==> src/sefb_pkg.sv <==
// constants, frame codes and state type for the status and event frame builder
// assumes a single 250 MHz clock domain shared with the framing stage
package sefb_pkg;

  // ----------------------------------------------------------------
  // frame type bytes, the pad byte and the empty tag
  // ----------------------------------------------------------------
  localparam logic [7:0] SEFB_TYPE_TX_STATUS = 8'h89;
  localparam logic [7:0] SEFB_TYPE_MODEM = 8'h8a;
  localparam logic [7:0] SEFB_TYPE_SMS = 8'h9f;
  localparam logic [7:0] SEFB_PAD_BYTE = 8'h00;
  localparam logic [7:0] SEFB_TAG_NONE = 8'h00;

  // ----------------------------------------------------------------
  // transmit status codes, indexed by cause number
  // ----------------------------------------------------------------
  localparam int SEFB_NUM_CAUSES = 28;
  localparam int SEFB_CAUSE_W = 5;
  localparam logic [4:0] SEFB_CAUSE_UNKNOWN = 5'h15;
  localparam logic [7:0] SEFB_TX_CODE [SEFB_NUM_CAUSES] = '{
    8'h00, 8'h20, 8'h21, 8'h22, 8'h2c, 8'h31, 8'h32,
    8'h74, 8'h76, 8'h78, 8'h79, 8'h7a, 8'h7b, 8'h7c,
    8'h7d, 8'h7e, 8'h80, 8'h81, 8'h82, 8'h83, 8'h84,
    8'h85, 8'h86, 8'h87, 8'h88, 8'h89, 8'h8a, 8'h8b
  };
  localparam logic [7:0] SEFB_TX_UPDATE_BUSY = 8'h7e;

  // ----------------------------------------------------------------
  // modem status codes, indexed by event line
  // ----------------------------------------------------------------
  localparam int SEFB_NUM_MODEM_EV = 9;
  localparam int SEFB_NUM_EV = 11;
  localparam int SEFB_EV_RADIO_UP = 9;
  localparam int SEFB_EV_RADIO_DOWN = 10;
  localparam logic [7:0] SEFB_MODEM_CODE [SEFB_NUM_EV] = '{
    8'h00, 8'h01, 8'h02, 8'h03, 8'h0e, 8'h0f,
    8'h38, 8'h39, 8'h3a, 8'h32, 8'h33
  };

  // ----------------------------------------------------------------
  // sizes
  // ----------------------------------------------------------------
  localparam int SEFB_NUM_BYTES = 20;
  localparam int SEFB_NUM_W = SEFB_NUM_BYTES * 8;
  localparam int SEFB_FIFO_WIDTH = 9;
  localparam int SEFB_FIFO_DEPTH = 32;

  typedef enum logic [3:0] {
    ST_IDLE,
    ST_TX_TYPE,
    ST_TX_TAG,
    ST_TX_CODE,
    ST_MS_TYPE,
    ST_MS_CODE,
    ST_SMS_TYPE,
    ST_SMS_NUM,
    ST_SMS_BODY
  } sefb_state_t;

endpackage : sefb_pkg

==> src/sefb_frame_builder.sv <==
// status and event frame builder with its output byte fifo
// assumes request sources and the framing stage run on the same clock
`timescale 1ns/1ps
`default_nettype none

// ----------------------------------------------------------------
// byte fifo with registered output stage
// ----------------------------------------------------------------
module sefb_fifo #(
  parameter int WIDTH = sefb_pkg::SEFB_FIFO_WIDTH,
  parameter int DEPTH = sefb_pkg::SEFB_FIFO_DEPTH
) (
  input wire logic clock,
  input wire logic reset,
  input wire logic in_valid,
  input wire logic [WIDTH-1:0] in_data,
  output logic in_ready,
  output logic out_valid,
  input wire logic out_ready,
  output logic [WIDTH-1:0] out_data
);
  localparam int AW = $clog2(DEPTH);

  logic [WIDTH-1:0] mem [DEPTH];
  logic [AW-1:0] wr_ptr_reg;
  logic [AW-1:0] rd_ptr_reg;
  logic [AW:0] count_reg;
  logic out_valid_reg;
  logic [WIDTH-1:0] out_data_reg;
  logic push;
  logic pop;

  assign in_ready = (count_reg != (AW+1)'(DEPTH));
  assign push = in_valid && in_ready;
  assign pop = (count_reg != '0) && (!out_valid_reg || out_ready);
  assign out_valid = out_valid_reg;
  assign out_data = out_data_reg;

  always_ff @(posedge clock)
  begin
    if (push)
    begin
      mem[wr_ptr_reg] <= in_data;
    end
  end

  always_ff @(posedge clock)
  begin
    if (reset)
    begin
      wr_ptr_reg <= '0;
      rd_ptr_reg <= '0;
      count_reg <= '0;
    end
    else
    begin
      if (push)
      begin
        wr_ptr_reg <= wr_ptr_reg + 1'b1;
      end
      if (pop)
      begin
        rd_ptr_reg <= rd_ptr_reg + 1'b1;
      end
      if (push && !pop)
      begin
        count_reg <= count_reg + 1'b1;
      end
      else if (pop && !push)
      begin
        count_reg <= count_reg - 1'b1;
      end
    end
  end

  // the output stage keeps the top-level stream outputs on flip-flops
  always_ff @(posedge clock)
  begin
    if (reset)
    begin
      out_valid_reg <= 1'b0;
      out_data_reg <= '0;
    end
    else if (pop)
    begin
      out_valid_reg <= 1'b1;
      out_data_reg <= mem[rd_ptr_reg];
    end
    else if (out_ready)
    begin
      out_valid_reg <= 1'b0;
    end
  end
endmodule : sefb_fifo

// ----------------------------------------------------------------
// frame builder top
// ----------------------------------------------------------------
module sefb_frame_builder (
  input wire logic clock,
  input wire logic reset,
  input wire logic tx_req_valid,
  input wire logic [7:0] tx_req_tag,
  input wire logic [sefb_pkg::SEFB_CAUSE_W-1:0] tx_req_cause,
  output logic tx_req_ready,
  input wire logic fw_update_active,
  input wire logic [sefb_pkg::SEFB_NUM_MODEM_EV-1:0] modem_event,
  input wire logic radio_connect,
  input wire logic radio_disconnect,
  input wire logic framed_host_mode,
  input wire logic radio_unlocked,
  input wire logic sms_valid,
  input wire logic [sefb_pkg::SEFB_NUM_W-1:0] sms_number,
  output logic sms_ready,
  input wire logic body_valid,
  input wire logic [7:0] body_data,
  input wire logic body_last,
  output logic body_ready,
  output logic out_valid,
  output logic [7:0] out_data,
  output logic out_last,
  input wire logic out_ready
);
  import sefb_pkg::*;

  // maps a cause number to its status byte; out of range reads as unknown
  function automatic logic [7:0] tx_code(input logic [SEFB_CAUSE_W-1:0] cause,
                                         input logic busy);
    logic [SEFB_CAUSE_W-1:0] idx;
    idx = (int'(cause) < SEFB_NUM_CAUSES) ? cause : SEFB_CAUSE_UNKNOWN;
    tx_code = busy ? SEFB_TX_UPDATE_BUSY : SEFB_TX_CODE[idx];
  endfunction : tx_code

  // lowest set bit wins
  function automatic logic [3:0] first_set(input logic [SEFB_NUM_EV-1:0] v);
    first_set = 4'h0;
    for (int i = SEFB_NUM_EV - 1; i >= 0; i--)
    begin
      if (v[i])
      begin
        first_set = 4'(i);
      end
    end
  endfunction : first_set

  // blanks every byte after the first null so the field is zero padded
  function automatic logic [SEFB_NUM_W-1:0] pad_number(input logic [SEFB_NUM_W-1:0] n);
    logic seen;
    seen = 1'b0;
    pad_number = n;
    for (int i = SEFB_NUM_BYTES - 1; i >= 0; i--)
    begin
      if (seen)
      begin
        pad_number[i*8 +: 8] = SEFB_PAD_BYTE;
      end
      if (n[i*8 +: 8] == SEFB_PAD_BYTE)
      begin
        seen = 1'b1;
      end
    end
  endfunction : pad_number

  sefb_state_t state_reg;
  logic tx_req_ready_reg;
  logic tx_pend_reg;
  logic [7:0] tx_tag_reg;
  logic [7:0] tx_code_reg;
  logic [SEFB_NUM_EV-1:0] ev_pend_reg;
  logic [SEFB_NUM_EV-1:0] ev_set;
  logic [SEFB_NUM_EV-1:0] ev_clr;
  logic sms_ready_reg;
  logic sms_pend_reg;
  logic [SEFB_NUM_W-1:0] sms_num_reg;
  logic body_ready_reg;
  logic hold_valid_reg;
  logic [7:0] hold_data_reg;
  logic hold_last_reg;
  logic [7:0] frame_a_reg;
  logic [7:0] frame_b_reg;
  logic [4:0] idx_reg;
  logic wr_valid;
  logic [7:0] wr_data;
  logic wr_last;
  logic wr_ready;
  logic wr_take;
  logic [SEFB_FIFO_WIDTH-1:0] fifo_out;
  logic [3:0] ev_pick;

  assign tx_req_ready = tx_req_ready_reg;
  assign sms_ready = sms_ready_reg;
  assign body_ready = body_ready_reg;
  assign wr_take = wr_valid && wr_ready;
  assign ev_pick = first_set(ev_pend_reg);

  // ----------------------------------------------------------------
  // transmit status requests
  // ----------------------------------------------------------------
  always_ff @(posedge clock)
  begin
    if (reset)
    begin
      tx_req_ready_reg <= 1'b0;
      tx_pend_reg <= 1'b0;
      tx_tag_reg <= '0;
      tx_code_reg <= '0;
    end
    else if (tx_req_ready_reg && tx_req_valid)
    begin
      tx_req_ready_reg <= 1'b0;
      tx_pend_reg <= (tx_req_tag != SEFB_TAG_NONE);
      tx_tag_reg <= tx_req_tag;
      tx_code_reg <= tx_code(tx_req_cause, fw_update_active);
    end
    else
    begin
      tx_req_ready_reg <= !tx_pend_reg;
      if (state_reg == ST_IDLE)
      begin
        tx_pend_reg <= 1'b0;
      end
    end
  end

  // ----------------------------------------------------------------
  // modem events: sticky until sent, a new event beats the clear
  // ----------------------------------------------------------------
  always_comb
  begin
    ev_set = '0;
    ev_set[SEFB_NUM_MODEM_EV-1:0] = modem_event;
    ev_set[SEFB_EV_RADIO_UP] = radio_connect && framed_host_mode && radio_unlocked;
    ev_set[SEFB_EV_RADIO_DOWN] = radio_disconnect && framed_host_mode && radio_unlocked;
    ev_clr = '0;
    if (state_reg == ST_IDLE && !tx_pend_reg && ev_pend_reg != '0)
    begin
      ev_clr[ev_pick] = 1'b1;
    end
  end

  always_ff @(posedge clock)
  begin
    if (reset)
    begin
      ev_pend_reg <= '0;
    end
    else
    begin
      ev_pend_reg <= (ev_pend_reg & ~ev_clr) | ev_set;
    end
  end

  // ----------------------------------------------------------------
  // text message requests and body holding register
  // ----------------------------------------------------------------
  always_ff @(posedge clock)
  begin
    if (reset)
    begin
      sms_ready_reg <= 1'b0;
      sms_pend_reg <= 1'b0;
      sms_num_reg <= '0;
    end
    else if (sms_ready_reg && sms_valid)
    begin
      sms_ready_reg <= 1'b0;
      sms_pend_reg <= 1'b1;
      sms_num_reg <= pad_number(sms_number);
    end
    else
    begin
      sms_ready_reg <= !sms_pend_reg;
      if (state_reg == ST_SMS_BODY && wr_take && hold_last_reg)
      begin
        sms_pend_reg <= 1'b0;
      end
    end
  end

  // body intake of at most one byte every three cycles keeps body_ready on a flip-flop
  always_ff @(posedge clock)
  begin
    if (reset)
    begin
      body_ready_reg <= 1'b0;
      hold_valid_reg <= 1'b0;
      hold_data_reg <= '0;
      hold_last_reg <= 1'b0;
    end
    else
    begin
      if (body_ready_reg && body_valid)
      begin
        body_ready_reg <= 1'b0;
        hold_valid_reg <= 1'b1;
        hold_data_reg <= body_data;
        hold_last_reg <= body_last;
      end
      else
      begin
        body_ready_reg <= (state_reg == ST_SMS_BODY) && !hold_valid_reg;
        if (state_reg == ST_SMS_BODY && wr_take)
        begin
          hold_valid_reg <= 1'b0;
        end
      end
    end
  end

  // ----------------------------------------------------------------
  // frame sequencer: transmit status first, then events, then text
  // ----------------------------------------------------------------
  always_ff @(posedge clock)
  begin
    if (reset)
    begin
      state_reg <= ST_IDLE;
      frame_a_reg <= '0;
      frame_b_reg <= '0;
      idx_reg <= '0;
    end
    else
    begin
      case (state_reg)
        ST_IDLE:
        begin
          idx_reg <= '0;
          if (tx_pend_reg)
          begin
            frame_a_reg <= tx_tag_reg;
            frame_b_reg <= tx_code_reg;
            state_reg <= ST_TX_TYPE;
          end
          else if (ev_pend_reg != '0)
          begin
            frame_b_reg <= SEFB_MODEM_CODE[ev_pick];
            state_reg <= ST_MS_TYPE;
          end
          else if (sms_pend_reg)
          begin
            state_reg <= ST_SMS_TYPE;
          end
        end
        ST_TX_TYPE: if (wr_take) state_reg <= ST_TX_TAG;
        ST_TX_TAG: if (wr_take) state_reg <= ST_TX_CODE;
        ST_TX_CODE: if (wr_take) state_reg <= ST_IDLE;
        ST_MS_TYPE: if (wr_take) state_reg <= ST_MS_CODE;
        ST_MS_CODE: if (wr_take) state_reg <= ST_IDLE;
        ST_SMS_TYPE: if (wr_take) state_reg <= ST_SMS_NUM;
        ST_SMS_NUM:
        begin
          if (wr_take)
          begin
            idx_reg <= idx_reg + 1'b1;
            if (int'(idx_reg) == SEFB_NUM_BYTES - 1)
            begin
              state_reg <= ST_SMS_BODY;
            end
          end
        end
        ST_SMS_BODY: if (wr_take && hold_last_reg) state_reg <= ST_IDLE;
        default: state_reg <= ST_IDLE;
      endcase
    end
  end

  // byte offered to the fifo in each frame state (none in idle), last marks the frame end
  always_comb
  begin
    wr_valid = 1'b1;
    wr_data = '0;
    wr_last = 1'b0;
    case (state_reg)
      ST_TX_TYPE: wr_data = SEFB_TYPE_TX_STATUS;
      ST_TX_TAG: wr_data = frame_a_reg;
      ST_TX_CODE:
      begin
        wr_data = frame_b_reg;
        wr_last = 1'b1;
      end
      ST_MS_TYPE: wr_data = SEFB_TYPE_MODEM;
      ST_MS_CODE:
      begin
        wr_data = frame_b_reg;
        wr_last = 1'b1;
      end
      ST_SMS_TYPE: wr_data = SEFB_TYPE_SMS;
      ST_SMS_NUM: wr_data = sms_num_reg[SEFB_NUM_W-1-8*int'(idx_reg) -: 8];
      ST_SMS_BODY:
      begin
        wr_valid = hold_valid_reg;
        wr_data = hold_data_reg;
        wr_last = hold_last_reg;
      end
      default: wr_valid = 1'b0;
    endcase
  end

  // ----------------------------------------------------------------
  // output fifo toward the framing stage
  // ----------------------------------------------------------------
  sefb_fifo #(
    .WIDTH(SEFB_FIFO_WIDTH),
    .DEPTH(SEFB_FIFO_DEPTH)
  ) u_fifo (
    .clock(clock),
    .reset(reset),
    .in_valid(wr_valid),
    .in_data({wr_last, wr_data}),
    .in_ready(wr_ready),
    .out_valid(out_valid),
    .out_ready(out_ready),
    .out_data(fifo_out)
  );

  assign out_data = fifo_out[7:0];
  assign out_last = fifo_out[8];
endmodule : sefb_frame_builder

`default_nettype wire

==> config.mk <==
export PLATFORM = sky130hd
export DESIGN_NAME = sefb_frame_builder
export DESIGN_NICKNAME = d
export VERILOG_FILES = /design/src/sefb_pkg.sv /design/src/sefb_frame_builder.sv
export SDC_FILE = /design/constraint.sdc
export NUM_CORES = 1
export LEC_CHECK = 0
export BUFFER_PORTS_ARGS = -buffer_cell sky130_fd_sc_hd__buf_2
export CORE_MARGIN = 5
export CORE_UTILIZATION = 60
export DETAILED_ROUTE_END_ITERATION = 10
export GPL_TIMING_DRIVEN = 0
export MAX_ROUTING_LAYER = met4
export PLACE_DENSITY_LB_ADDON = 0.3
export SLEW_MARGIN = 30
export SYNTH_ARGS = -nofsm -noshare
export SYNTH_HDL_FRONTEND = slang
export SYNTH_HIERARCHICAL = 1
export SYNTH_SLANG_ARGS = --single-unit
==> constraint.sdc <==
create_clock -name clock -period 4.6 [get_ports clock]
set_input_delay 1.38 -clock clock [delete_from_list [all_inputs] [get_ports clock]]
set_output_delay 1.38 -clock clock [all_outputs]
set_load 0.03 [all_outputs]
Word-level counts from Yosys, hierarchy flattened

Memory sizes are Yosys's and may differ from the RTL's. A register that Yosys moved wholly into a read port is not among the register bits.
Index checks and enable logic that the tools add are counted.

Bits in registers: 244
Latch bits: 0
Bits in writable memories: 288
ROM bits: 384
Input bits: 202
Output and inout bits: 13
Word-level logic and storage cells: 250
Memories kept: 3

Memory list:

| name            | depth | bits a word | read ports | clocked after Yosys merged registers in | wr ports | line                      | source |
|---|---|---|---|---|---|---|---|
| u_fifo.mem      | 32    | 9           | 1          | 1                                       | 1        | sefb_frame_builder.sv:24  | `logic [WIDTH-1:0] mem [DEPTH];` |
| (no name shown) | 32    | 8           | 1          | 0                                       | 0        | sefb_frame_builder.sv:131 | `tx_code = busy ? SEFB_TX_UPDATE_BUSY : SEFB_TX_CODE[idx];` |
| (no name shown) | 16    | 8           | 1          | 0                                       | 0        | sefb_frame_builder.sv:336 | `frame_b_reg <= SEFB_MODEM_CODE[ev_pick];` |

Add/subtract/negate cells: 6
Multiply operators: 0
Div/mod/pow operators: 0
$lt $le $gt $ge: 5
Equal/unequal tests: 19
Shift-type cells: 1
Multiplexer cells: 127
Bitwise logic cells: 5
Reductions and logical operators: 64

Operators by type and width:

| operator                                              | number |
|---|---|
| two-way mux 8 bit                                     | 26 |
| variable part select 167 x 9 -> 8 bit                 | 1 |
| zero test 8 bit                                       | 19 |
| two-way mux 4 bit                                     | 22 |
| two-way mux 1 bit                                     | 68 |
| case mux 8 bit (7 select lines)                       | 1 |
| case mux 4 bit (8 select lines)                       | 1 |
| logical AND 1 bit                                     | 18 |
| equality test 4 x 3 -> 1 bit, second input constant   | 4 |
| adder 5 x 1 -> 5 bit, second input constant           | 3 |
| inequality test 2 x 1 -> 1 bit, second input constant | 7 |
| nonzero test 2 bit                                    | 7 |
| two-way mux 6 bit                                     | 2 |
| bitwise AND 11 bit                                    | 1 |
| two-way mux 11 bit                                    | 1 |
| inverter 11 bit                                       | 1 |
| OR 11 bit                                             | 1 |
| nonzero test 11 bit                                   | 1 |
| two-way mux 5 bit                                     | 2 |
| case mux 5 bit (2 select lines)                       | 1 |
| AND reduction 9 bit                                   | 1 |
| subtractor 8 x 8 -> 9 bit, first input constant       | 1 |
| equality test 4 x 2 -> 1 bit, second input constant   | 2 |
| nonzero test 8 bit                                    | 1 |
| other kinds (24)                                      | 35 |

Depth between registers and ports, before layout

Gate-level depths: netlist of run 1.

Depth after elaboration: 59
Depth in mapped cells: 13

Hierarchy

Netlist of run 1, hierarchy kept.

Modules (own cells, without submodules):

| module             | times used | cells each | area an instance (µm²) | seq. area each (µm²) |
|---|---|---|---|---|
| sefb_fifo          | 1          | 658        | 12405.6                | 9168.8 |
| sefb_frame_builder | 1          | 1171       | 10493.8                | 4544.4 |

Worst setup path before layout of run 1

Ideal clock, no wire load.

Kind: input port to flip-flop
From: input out_ready
To: register u_fifo.count_reg[4]
Library setup time: 0.070 ns
Data arrival time: 3.482 ns
Data required time: 4.530 ns
Setup slack: 1.047 ns
Stages: 12
Path buffers: 1
Cells stage by stage: nand2b_1 -> o31a_1 -> buf_2 -> inv_1 -> ha_1 -> inv_1 -> ha_1 -> nor2b_1 -> o21a_1 -> o21ai_0 -> or3b_2 -> a21oi_1

Word-level cells in the longest chain between the ends: 5

Ends and longest elaborated chain:

| what                                                           | line                      | source |
|---|---|---|
| from (decl)                                                    | sefb_frame_builder.sv:122 | `input wire logic out_ready` |
| logical OR 1 bit (*)                                           | sefb_frame_builder.sv:35  | `assign pop = (count_reg != '0) && (!out_valid_reg \|\| out_ready);` |
| logical AND 1 bit (*)                                          | sefb_frame_builder.sv:35  |  |
| zero test 1 bit                                                | sefb_frame_builder.sv:65  | `if (push && !pop)` |
| logical AND 1 bit                                              | sefb_frame_builder.sv:65  |  |
| two-way mux 6 bit / nonzero test 2 bit (equally long branches) | n/a                       |  |
| to (signal assigned)                                           | sefb_frame_builder.sv:67  | `count_reg <= count_reg + 1'b1;` |
| to (signal assigned)                                           | sefb_frame_builder.sv:71  | `count_reg <= count_reg - 1'b1;` |
| to (decl)                                                      | sefb_frame_builder.sv:27  | `logic [AW:0] count_reg;` |

Every way passes the cells marked *; elsewhere a longest branch is shown, timed or not.
A chain may end at the register's enable or synchronous reset.

Worst setup path after layout of run 1

From: register idx_reg[2]
To: memory u_fifo/mem[30][4] (netlist bit), data pin

Word-level cells in the longest chain between the ends: 3

Ends and longest elaborated chain:

| what                                  | line                      | source |
|---|---|---|
| from (decl)                           | sefb_frame_builder.sv:181 | `logic [4:0] idx_reg;` |
| from (signal assigned)                | sefb_frame_builder.sv:354 | `idx_reg <= idx_reg + 1'b1;` |
| subtractor 8 x 8 -> 9 bit             | sefb_frame_builder.sv:388 | `ST_SMS_NUM: wr_data = sms_num_reg[SEFB_NUM_W-1-8*int'(idx_reg) -: 8];` |
| variable part select 167 x 9 -> 8 bit | sefb_frame_builder.sv:388 |  |
| case mux 8 bit (7 select lines)       | sefb_frame_builder.sv:373 | `case (state_reg)` |
| named net wr_data[4]                  | sefb_frame_builder.sv:183 | `logic [7:0] wr_data;` |
| to (decl)                             | sefb_frame_builder.sv:24  |  |

The timed path passes the listed nets, and every way through them passes these cells.

==> results of run 1 <==
how the worst max path moves through the flow:
stage,start,endpoint,cells past startpoint
floorplan,out_ready,u_fifo/count_reg[4],12
global placement,idx_reg[2],u_fifo/mem[31][4],8
detailed placement,idx_reg[2],u_fifo/mem[14][1],9
CTS,idx_reg[2],u_fifo/mem[21][1],9
global route,idx_reg[2],u_fifo/mem[15][3],11
finish,idx_reg[2],u_fifo/mem[30][4],11
area by class of cell:
| cell class | instances | area [sq um] | area share, % |
|---|---|---|---|
| antenna | 1 | 2.50 | 0.00945 |
| clock inverter | 18 | 180 | 0.681 |
| sequential | 541 | 13700 | 51.8 |
| tap | 511 | 639 | 2.42 |
| buffer | 127 | 597 | 2.25 |
| timing repair buffer | 230 | 1160 | 4.39 |
| clock buffer | 80 | 1580 | 5.97 |
| multi-input combinational | 1127 | 8470 | 32.0 |
| inverter | 34 | 128 | 0.482 |
layout by cell type, fill, tap and decap left out, types with 12 or more instances in the layout:
cell         n
a21oi_1     92
a22o_1      48
a22oi_1     45
a32o_1      17
buf_2      258
buf_4       12
clkbuf_1    86
clkbuf_16   55
dfxtp_1    253
edfxtp_1   288
ha_1        20
inv_1       32
mux2i_1     46
mux4_2      84
nand2_1    209
nand3_1     49
nor2_1     144
nor2b_1     12
nor3_1      29
nor4_1      33
o21ai_0     40
o22ai_1     16
o31ai_1     48
or4_1       17
per-layer routing:
metal | vias up | global-route usage, %
met1 | 8285 | 39.9
met3 | 146 | 5.22
met5 | - | -
met4 | 0 | 11.3
li1 | 7584 | -
met2 | 888 | 47.9
logic make-up after synthesis:
| group | share of synthesized area [%] |
|---|---|
| flops | 59.9 |
| buf+inv | 3.16 |
| compound gates | 11.9 |
| mux | 11.5 |
| fa+ha+maj | 1.27 |
| simple gates | 11.7 |
| xor+xnor | 0.574 |
power groups by stage:
stage | clock (mW) | combinational (mW) | sequential (mW)
CTS | 4.36 | 3.32 | 5.81
global placement | 0 | 3.14 | 5.92
floorplan | 0 | 2.17 | 5.94
finish | 4.33 | 3.35 | 5.82
detailed placement | 0 | 3.29 | 5.91
global route | 4.58 | 3.60 | 5.84
through the flow:
step	utilization [%]	cells	hold slack [ps]
2_1_floorplan	-	1829	419
3_3_place_gp	65.3	2553	428
3_5_place_dp	65.6	2570	439
4_1_cts	70.3	2668	454
5_1_grt	70.3	2669	481
6_report	70.3	2669	457
worst reg2reg max path, stage by stage (launching register included):
cell and delay (ps):
dfxtp_1 360, inv_1 90, clkbuf_1 390, buf_1 650, ha_1 390, xnor2_1 360
nand2_1 320, o22ai_1 240, or3_1 180, o211ai_1 290, buf_4 300, buf_2 190
==> flow_summary.ini, run 1 <==
[sta]
hold_viol_final = 0
drv_slew = 0
slew_headroom_pct = 36.1
setup_ws_ps = 567
rsz0062_at_grt = no
setup_viol = 0
finalCritPeriodShare_pct = 87.7
finalSetupTns_ps = 0
max_freq_mhz = 248
finalCriticalPeriod_ps = 4030
skew_ps = 12.6
worst_slew_pin_slew_ps = 955

[grt]
grt_max_degree = 33
grt_overflow_total = 0
grt_pass1_wl_microns = 95000
grt_usage_pct = 30.3
antenna_found_initial = 1
grt_pass1_vias = 16900

[run]
drv_cap = 0

[clock_tree]
insertion_delay_ps = 590
postCtsSetupBuffers = 0
holdBufCountCts = 0
clockBufferDepth = 3
cts.repair.resized = 0
clk_pin_slew_ps = 60
cts_sinks = 541
cts_buffers = 52
cts_tree = built
clock-root-buffer = clkbuf_16
htreeDepth = 2

[worst_hold_path]
holdPathStages = 2
hold_end = sms_num_reg[10]
min_path_type = register to register
hold_start = sms_num_reg[10]

[power]
p_sw_share_pct = 30.0
p_int_mw = 9.45
switchingPower_mw = 4.04
power_mw = 13.5
clockPowerShare_pct = 32.1
leakage_nw = 9.49
p_per_area_mw_per_mm2 = 510
p_seq_share_pct = 43.1
p_comb_share_pct = 24.8
peakVddDrop_mv = 0.303

[detailed_routing]
drtIter0Drc = 1731
vias = 16900
wl_met2_microns = 29900
postRouteAntennaNets = 0
met1_length_microns = 24600
finalWirelength_microns = 62400
wl_per_cell_microns = 23.4
drc_errors = 0
wl_met3_microns = 5430
via_per_inst = 6.33
firstDrtPassIters = 6
top_layer = met4

[setup_path]
worstPathMaxFanout = 10
path_class = register to register
arrival_ps = 4350
cp_cell_sequence = inv_1 -> clkbuf_1 -> buf_1 -> ha_1 -> xnor2_1 -> nand2_1 -> o22ai_1 -> or3_1 -> o211ai_1 -> buf_4 -> buf_2
r2r_slack_ps = 570
cp_data_required_time_ps = 4920
r2r_start = idx_reg[2]
rr_endpoint = u_fifo/mem[30][4]
worst-path-buf-inv = 5
cp-start-kind = register
cp_top_family = buffers and inverters
ff2ff_path_depth = 11
critPathSlowestCell = buf_1
cp-end-kind = register
slowest_delay_ps = 640

[floorplan]
pin_count = 215
floorplan.rows = 71
die_area_sq_mm = 0.0422
start_util_pct = 60.8
fp.dieH_microns = 205
coreArea_sq_mm = 0.0377
die_w_microns = 205

[layout]
areaGrowthSynthToFinish_pct = 15.6
fin_nets = 2336
fin_area_sq_mm = 0.0265
largest_reg_flops = 288
nFillCells = 2696
drive_gt1_share_pct = 21.6

[synthesis]
synth_cells = 1829
synth-edff-count = 288
ys_types = 78
yosys.area.top_type = edfxtp_1
async_flop_share_pct = 0
yosys-top-cells-area = edfxtp_1, dfxtp_1, mux4_2
synth_commonest_cells = edfxtp_1, dfxtp_1, nand2_1
yosysWarnings = 6
syn_nets = 2052
yosys.area.top_type_share_pct = 37.8
seq_area_frac_synth_pct = 59.9
yosysMostFrequentCell = edfxtp_1
ys_ff_latch = 541
netlist_area_sq_mm = 0.0229
syn_area_per_cell_sq_um = 12.5
synthFlopType = edfxtp_1

[run_status]
status = complete, no violations

[place]
dpl_cell_area_sq_mm = 0.0247
port_buffers = 213
place_hpwl_microns = 45800
gp_congestion = 0.968
post-place-ws_ps = 530
No activity file was read; power rests on OpenSTA's default activity.
==> run 2, diff against run 1 <==
--- a/config.mk
+++ b/config.mk
@@ -6,8 +6,10 @@
 export NUM_CORES = 1
 export LEC_CHECK = 0
 export BUFFER_PORTS_ARGS = -buffer_cell sky130_fd_sc_hd__buf_2
+export CELL_PAD_IN_SITES_DETAIL_PLACEMENT = 0
+export CELL_PAD_IN_SITES_GLOBAL_PLACEMENT = 1
 export CORE_MARGIN = 5
-export CORE_UTILIZATION = 60
+export CORE_UTILIZATION = 52
 export DETAILED_ROUTE_END_ITERATION = 10
 export GPL_TIMING_DRIVEN = 0
 export MAX_ROUTING_LAYER = met4
==> run 2 against run 1 <==
  * Critical path depth down 2
  * Die area is 15% higher
  * First-iteration DRC count decreased by 19%
  * Worst hold slack worse by 6.7 ps
  * Combinational power grew 1%
  * Cell count is 3.3% higher
  * Total power rose by 1.7%
  * Flip-flop and latch count did not move
  * Sequential share of layout area is 0.43 points lower
==> flow_summary.ini, run 2 (synthesis results as in run 1) <==
[run_status]
status = complete, no violations

[floorplan]
die_area_sq_mm = 0.0483
coreArea_sq_mm = 0.0434
die_w_microns = 220
start_util_pct = 52.8
floorplan.rows = 76
pin_count = 215
fp.dieH_microns = 220

[detailed_routing]
top_layer = met4
drtIter0Drc = 1396
drc_errors = 0
via_per_inst = 6.06
vias = 16700
wl_met3_microns = 4620
wl_met2_microns = 30800
postRouteAntennaNets = 0
wl_per_cell_microns = 23.1
firstDrtPassIters = 5
met1_length_microns = 26400
finalWirelength_microns = 63700

[clock_tree]
cts_sinks = 541
clock-root-buffer = clkbuf_16
insertion_delay_ps = 610
clk_pin_slew_ps = 60
postCtsSetupBuffers = 0
cts_tree = built
holdBufCountCts = 0
cts_buffers = 55
htreeDepth = 2
clockBufferDepth = 3
cts.repair.resized = 0

[layout]
fin_nets = 2344
areaGrowthSynthToFinish_pct = 16.6
layout_common_cells = edfxtp_1, buf_2, dfxtp_1
nFillCells = 3444
layout_commonest_cell = edfxtp_1
drive_gt1_share_pct = 22.0
largest_reg_flops = 288
fin_area_sq_mm = 0.0267

[grt]
grt_usage_pct = 26.9
grt_overflow_total = 0
grt_pass1_vias = 16700
grt_max_degree = 33
antenna_found_initial = 3
grt_pass1_wl_microns = 96600

[setup_path]
worstPathMaxFanout = 32
crit_start = idx_reg[2]
cp-end-kind = register
cp_cell_sequence = inv_1 -> clkbuf_1 -> buf_1 -> ha_1 -> xnor2_1 -> nand2_1 -> o22ai_1 -> nor3_1 -> or3_2
arrival_ps = 4370
r2r_start = idx_reg[2]
cp_top_family = simple AND/OR/NAND/NOR gates
cp-start-kind = register
cp_data_required_time_ps = 4820
worst-path-buf-inv = 3
slowest_delay_ps = 750
path_class = register to register
critPathSlowestCell = or3_2

[sta]
max_freq_mhz = 241
hold_slack_ps = 450
rsz0062_at_grt = no
worst_slew_pin_slew_ps = 988
drv_slew = 0
hold_viol_final = 0
finalCriticalPeriod_ps = 4150
slew_headroom_pct = 33.9
skew_ps = 18.9
setup_viol = 0
finalCritPeriodShare_pct = 90.3

[place]
dpl_cell_area_sq_mm = 0.0248
port_buffers = 213
place_hpwl_microns = 46900
gp_congestion = 0.956

[run]
drv_cap = 0

[worst_hold_path]
hold_start = sms_num_reg[8]
min_path_type = register to register

[power]
leakage_nw = 9.55
p_per_area_mw_per_mm2 = 514
peakVddDrop_mv = 0.320
==> run 2: cell types whose count changed in the layout (fill, tap and decap cells not counted), sizes merged <==
cell,before,now
buf,285,290
bufinv,3,5
clkbuf,152,150
clkinv,12,15
clkinvlp,4,6
diode,1,3
inv,33,34
==> run 2: final timing paths <==
| path | to | slack, ps | cells after the start |
|---|---|---|---|
| setup reg to reg | u_fifo/mem[26][1] | 450 | 9 |
| hold / removal | sms_num_reg[8] | 450 | 2 |
| setup / recovery | u_fifo/mem[26][1] | 450 | 9 |
| hold reg to reg | sms_num_reg[8] | 450 | 2 |
==> run 2: power breakdown <==
part	switching (mW)	internal (mW)	total, mW
Sequential	0.161	5.64	5.81
Combinational	2.11	1.29	3.40
Clock	1.86	2.65	4.51
==> run 2: layer usage <==
metal | vias up | track usage (%)
met5 | - | -
met4 | 0 | 7.86
met3 | 121 | 4.78
met2 | 721 | 43.0
met1 | 8239 | 35.6
li1 | 7622 | -
==> run 2: stage by stage <==
step | setup WS [ps] | TNS, ps | utilization, % | instances | power (mW)
finish | 445 | 0 | 61.6 | 2756 | 13.7
global route | 236 | 0 | 61.6 | 2756 | 14.3
CTS | 436 | 0 | 61.5 | 2753 | 13.8
detailed placement | 431 | 0 | 57.3 | 2649 | 9.26
global placement | -331 | -21190 | 57.0 | 2627 | 9.10
floorplan | 1050 | 0 | - | 1829 | 8.11
==> run 2: cell type report <==
type / count / area, sq um / share of cell area (%)
well taps: 585 / 732 / 2.74
multi-input cells: 1127 / 8480 / 31.8
flip-flops and latches: 541 / 13700 / 51.4
inverters: 34 / 128 / 0.478
diodes: 3 / 7.51 / 0.0281
plain buffers: 127 / 597 / 2.24
repair buffers: 235 / 1200 / 4.48
clock inverters: 26 / 278 / 1.04
clock buffers: 78 / 1560 / 5.86
==> run 2: worst reg2reg max path: cells and delay by family, from the launching register on <==
kind / cells / cell delay, ps
fa+ha+maj: 1 / 380
compound gates: 1 / 310
simple gates: 3 / 1210
xor+xnor: 1 / 380
buf+inv: 3 / 1130
flops: 1 / 360
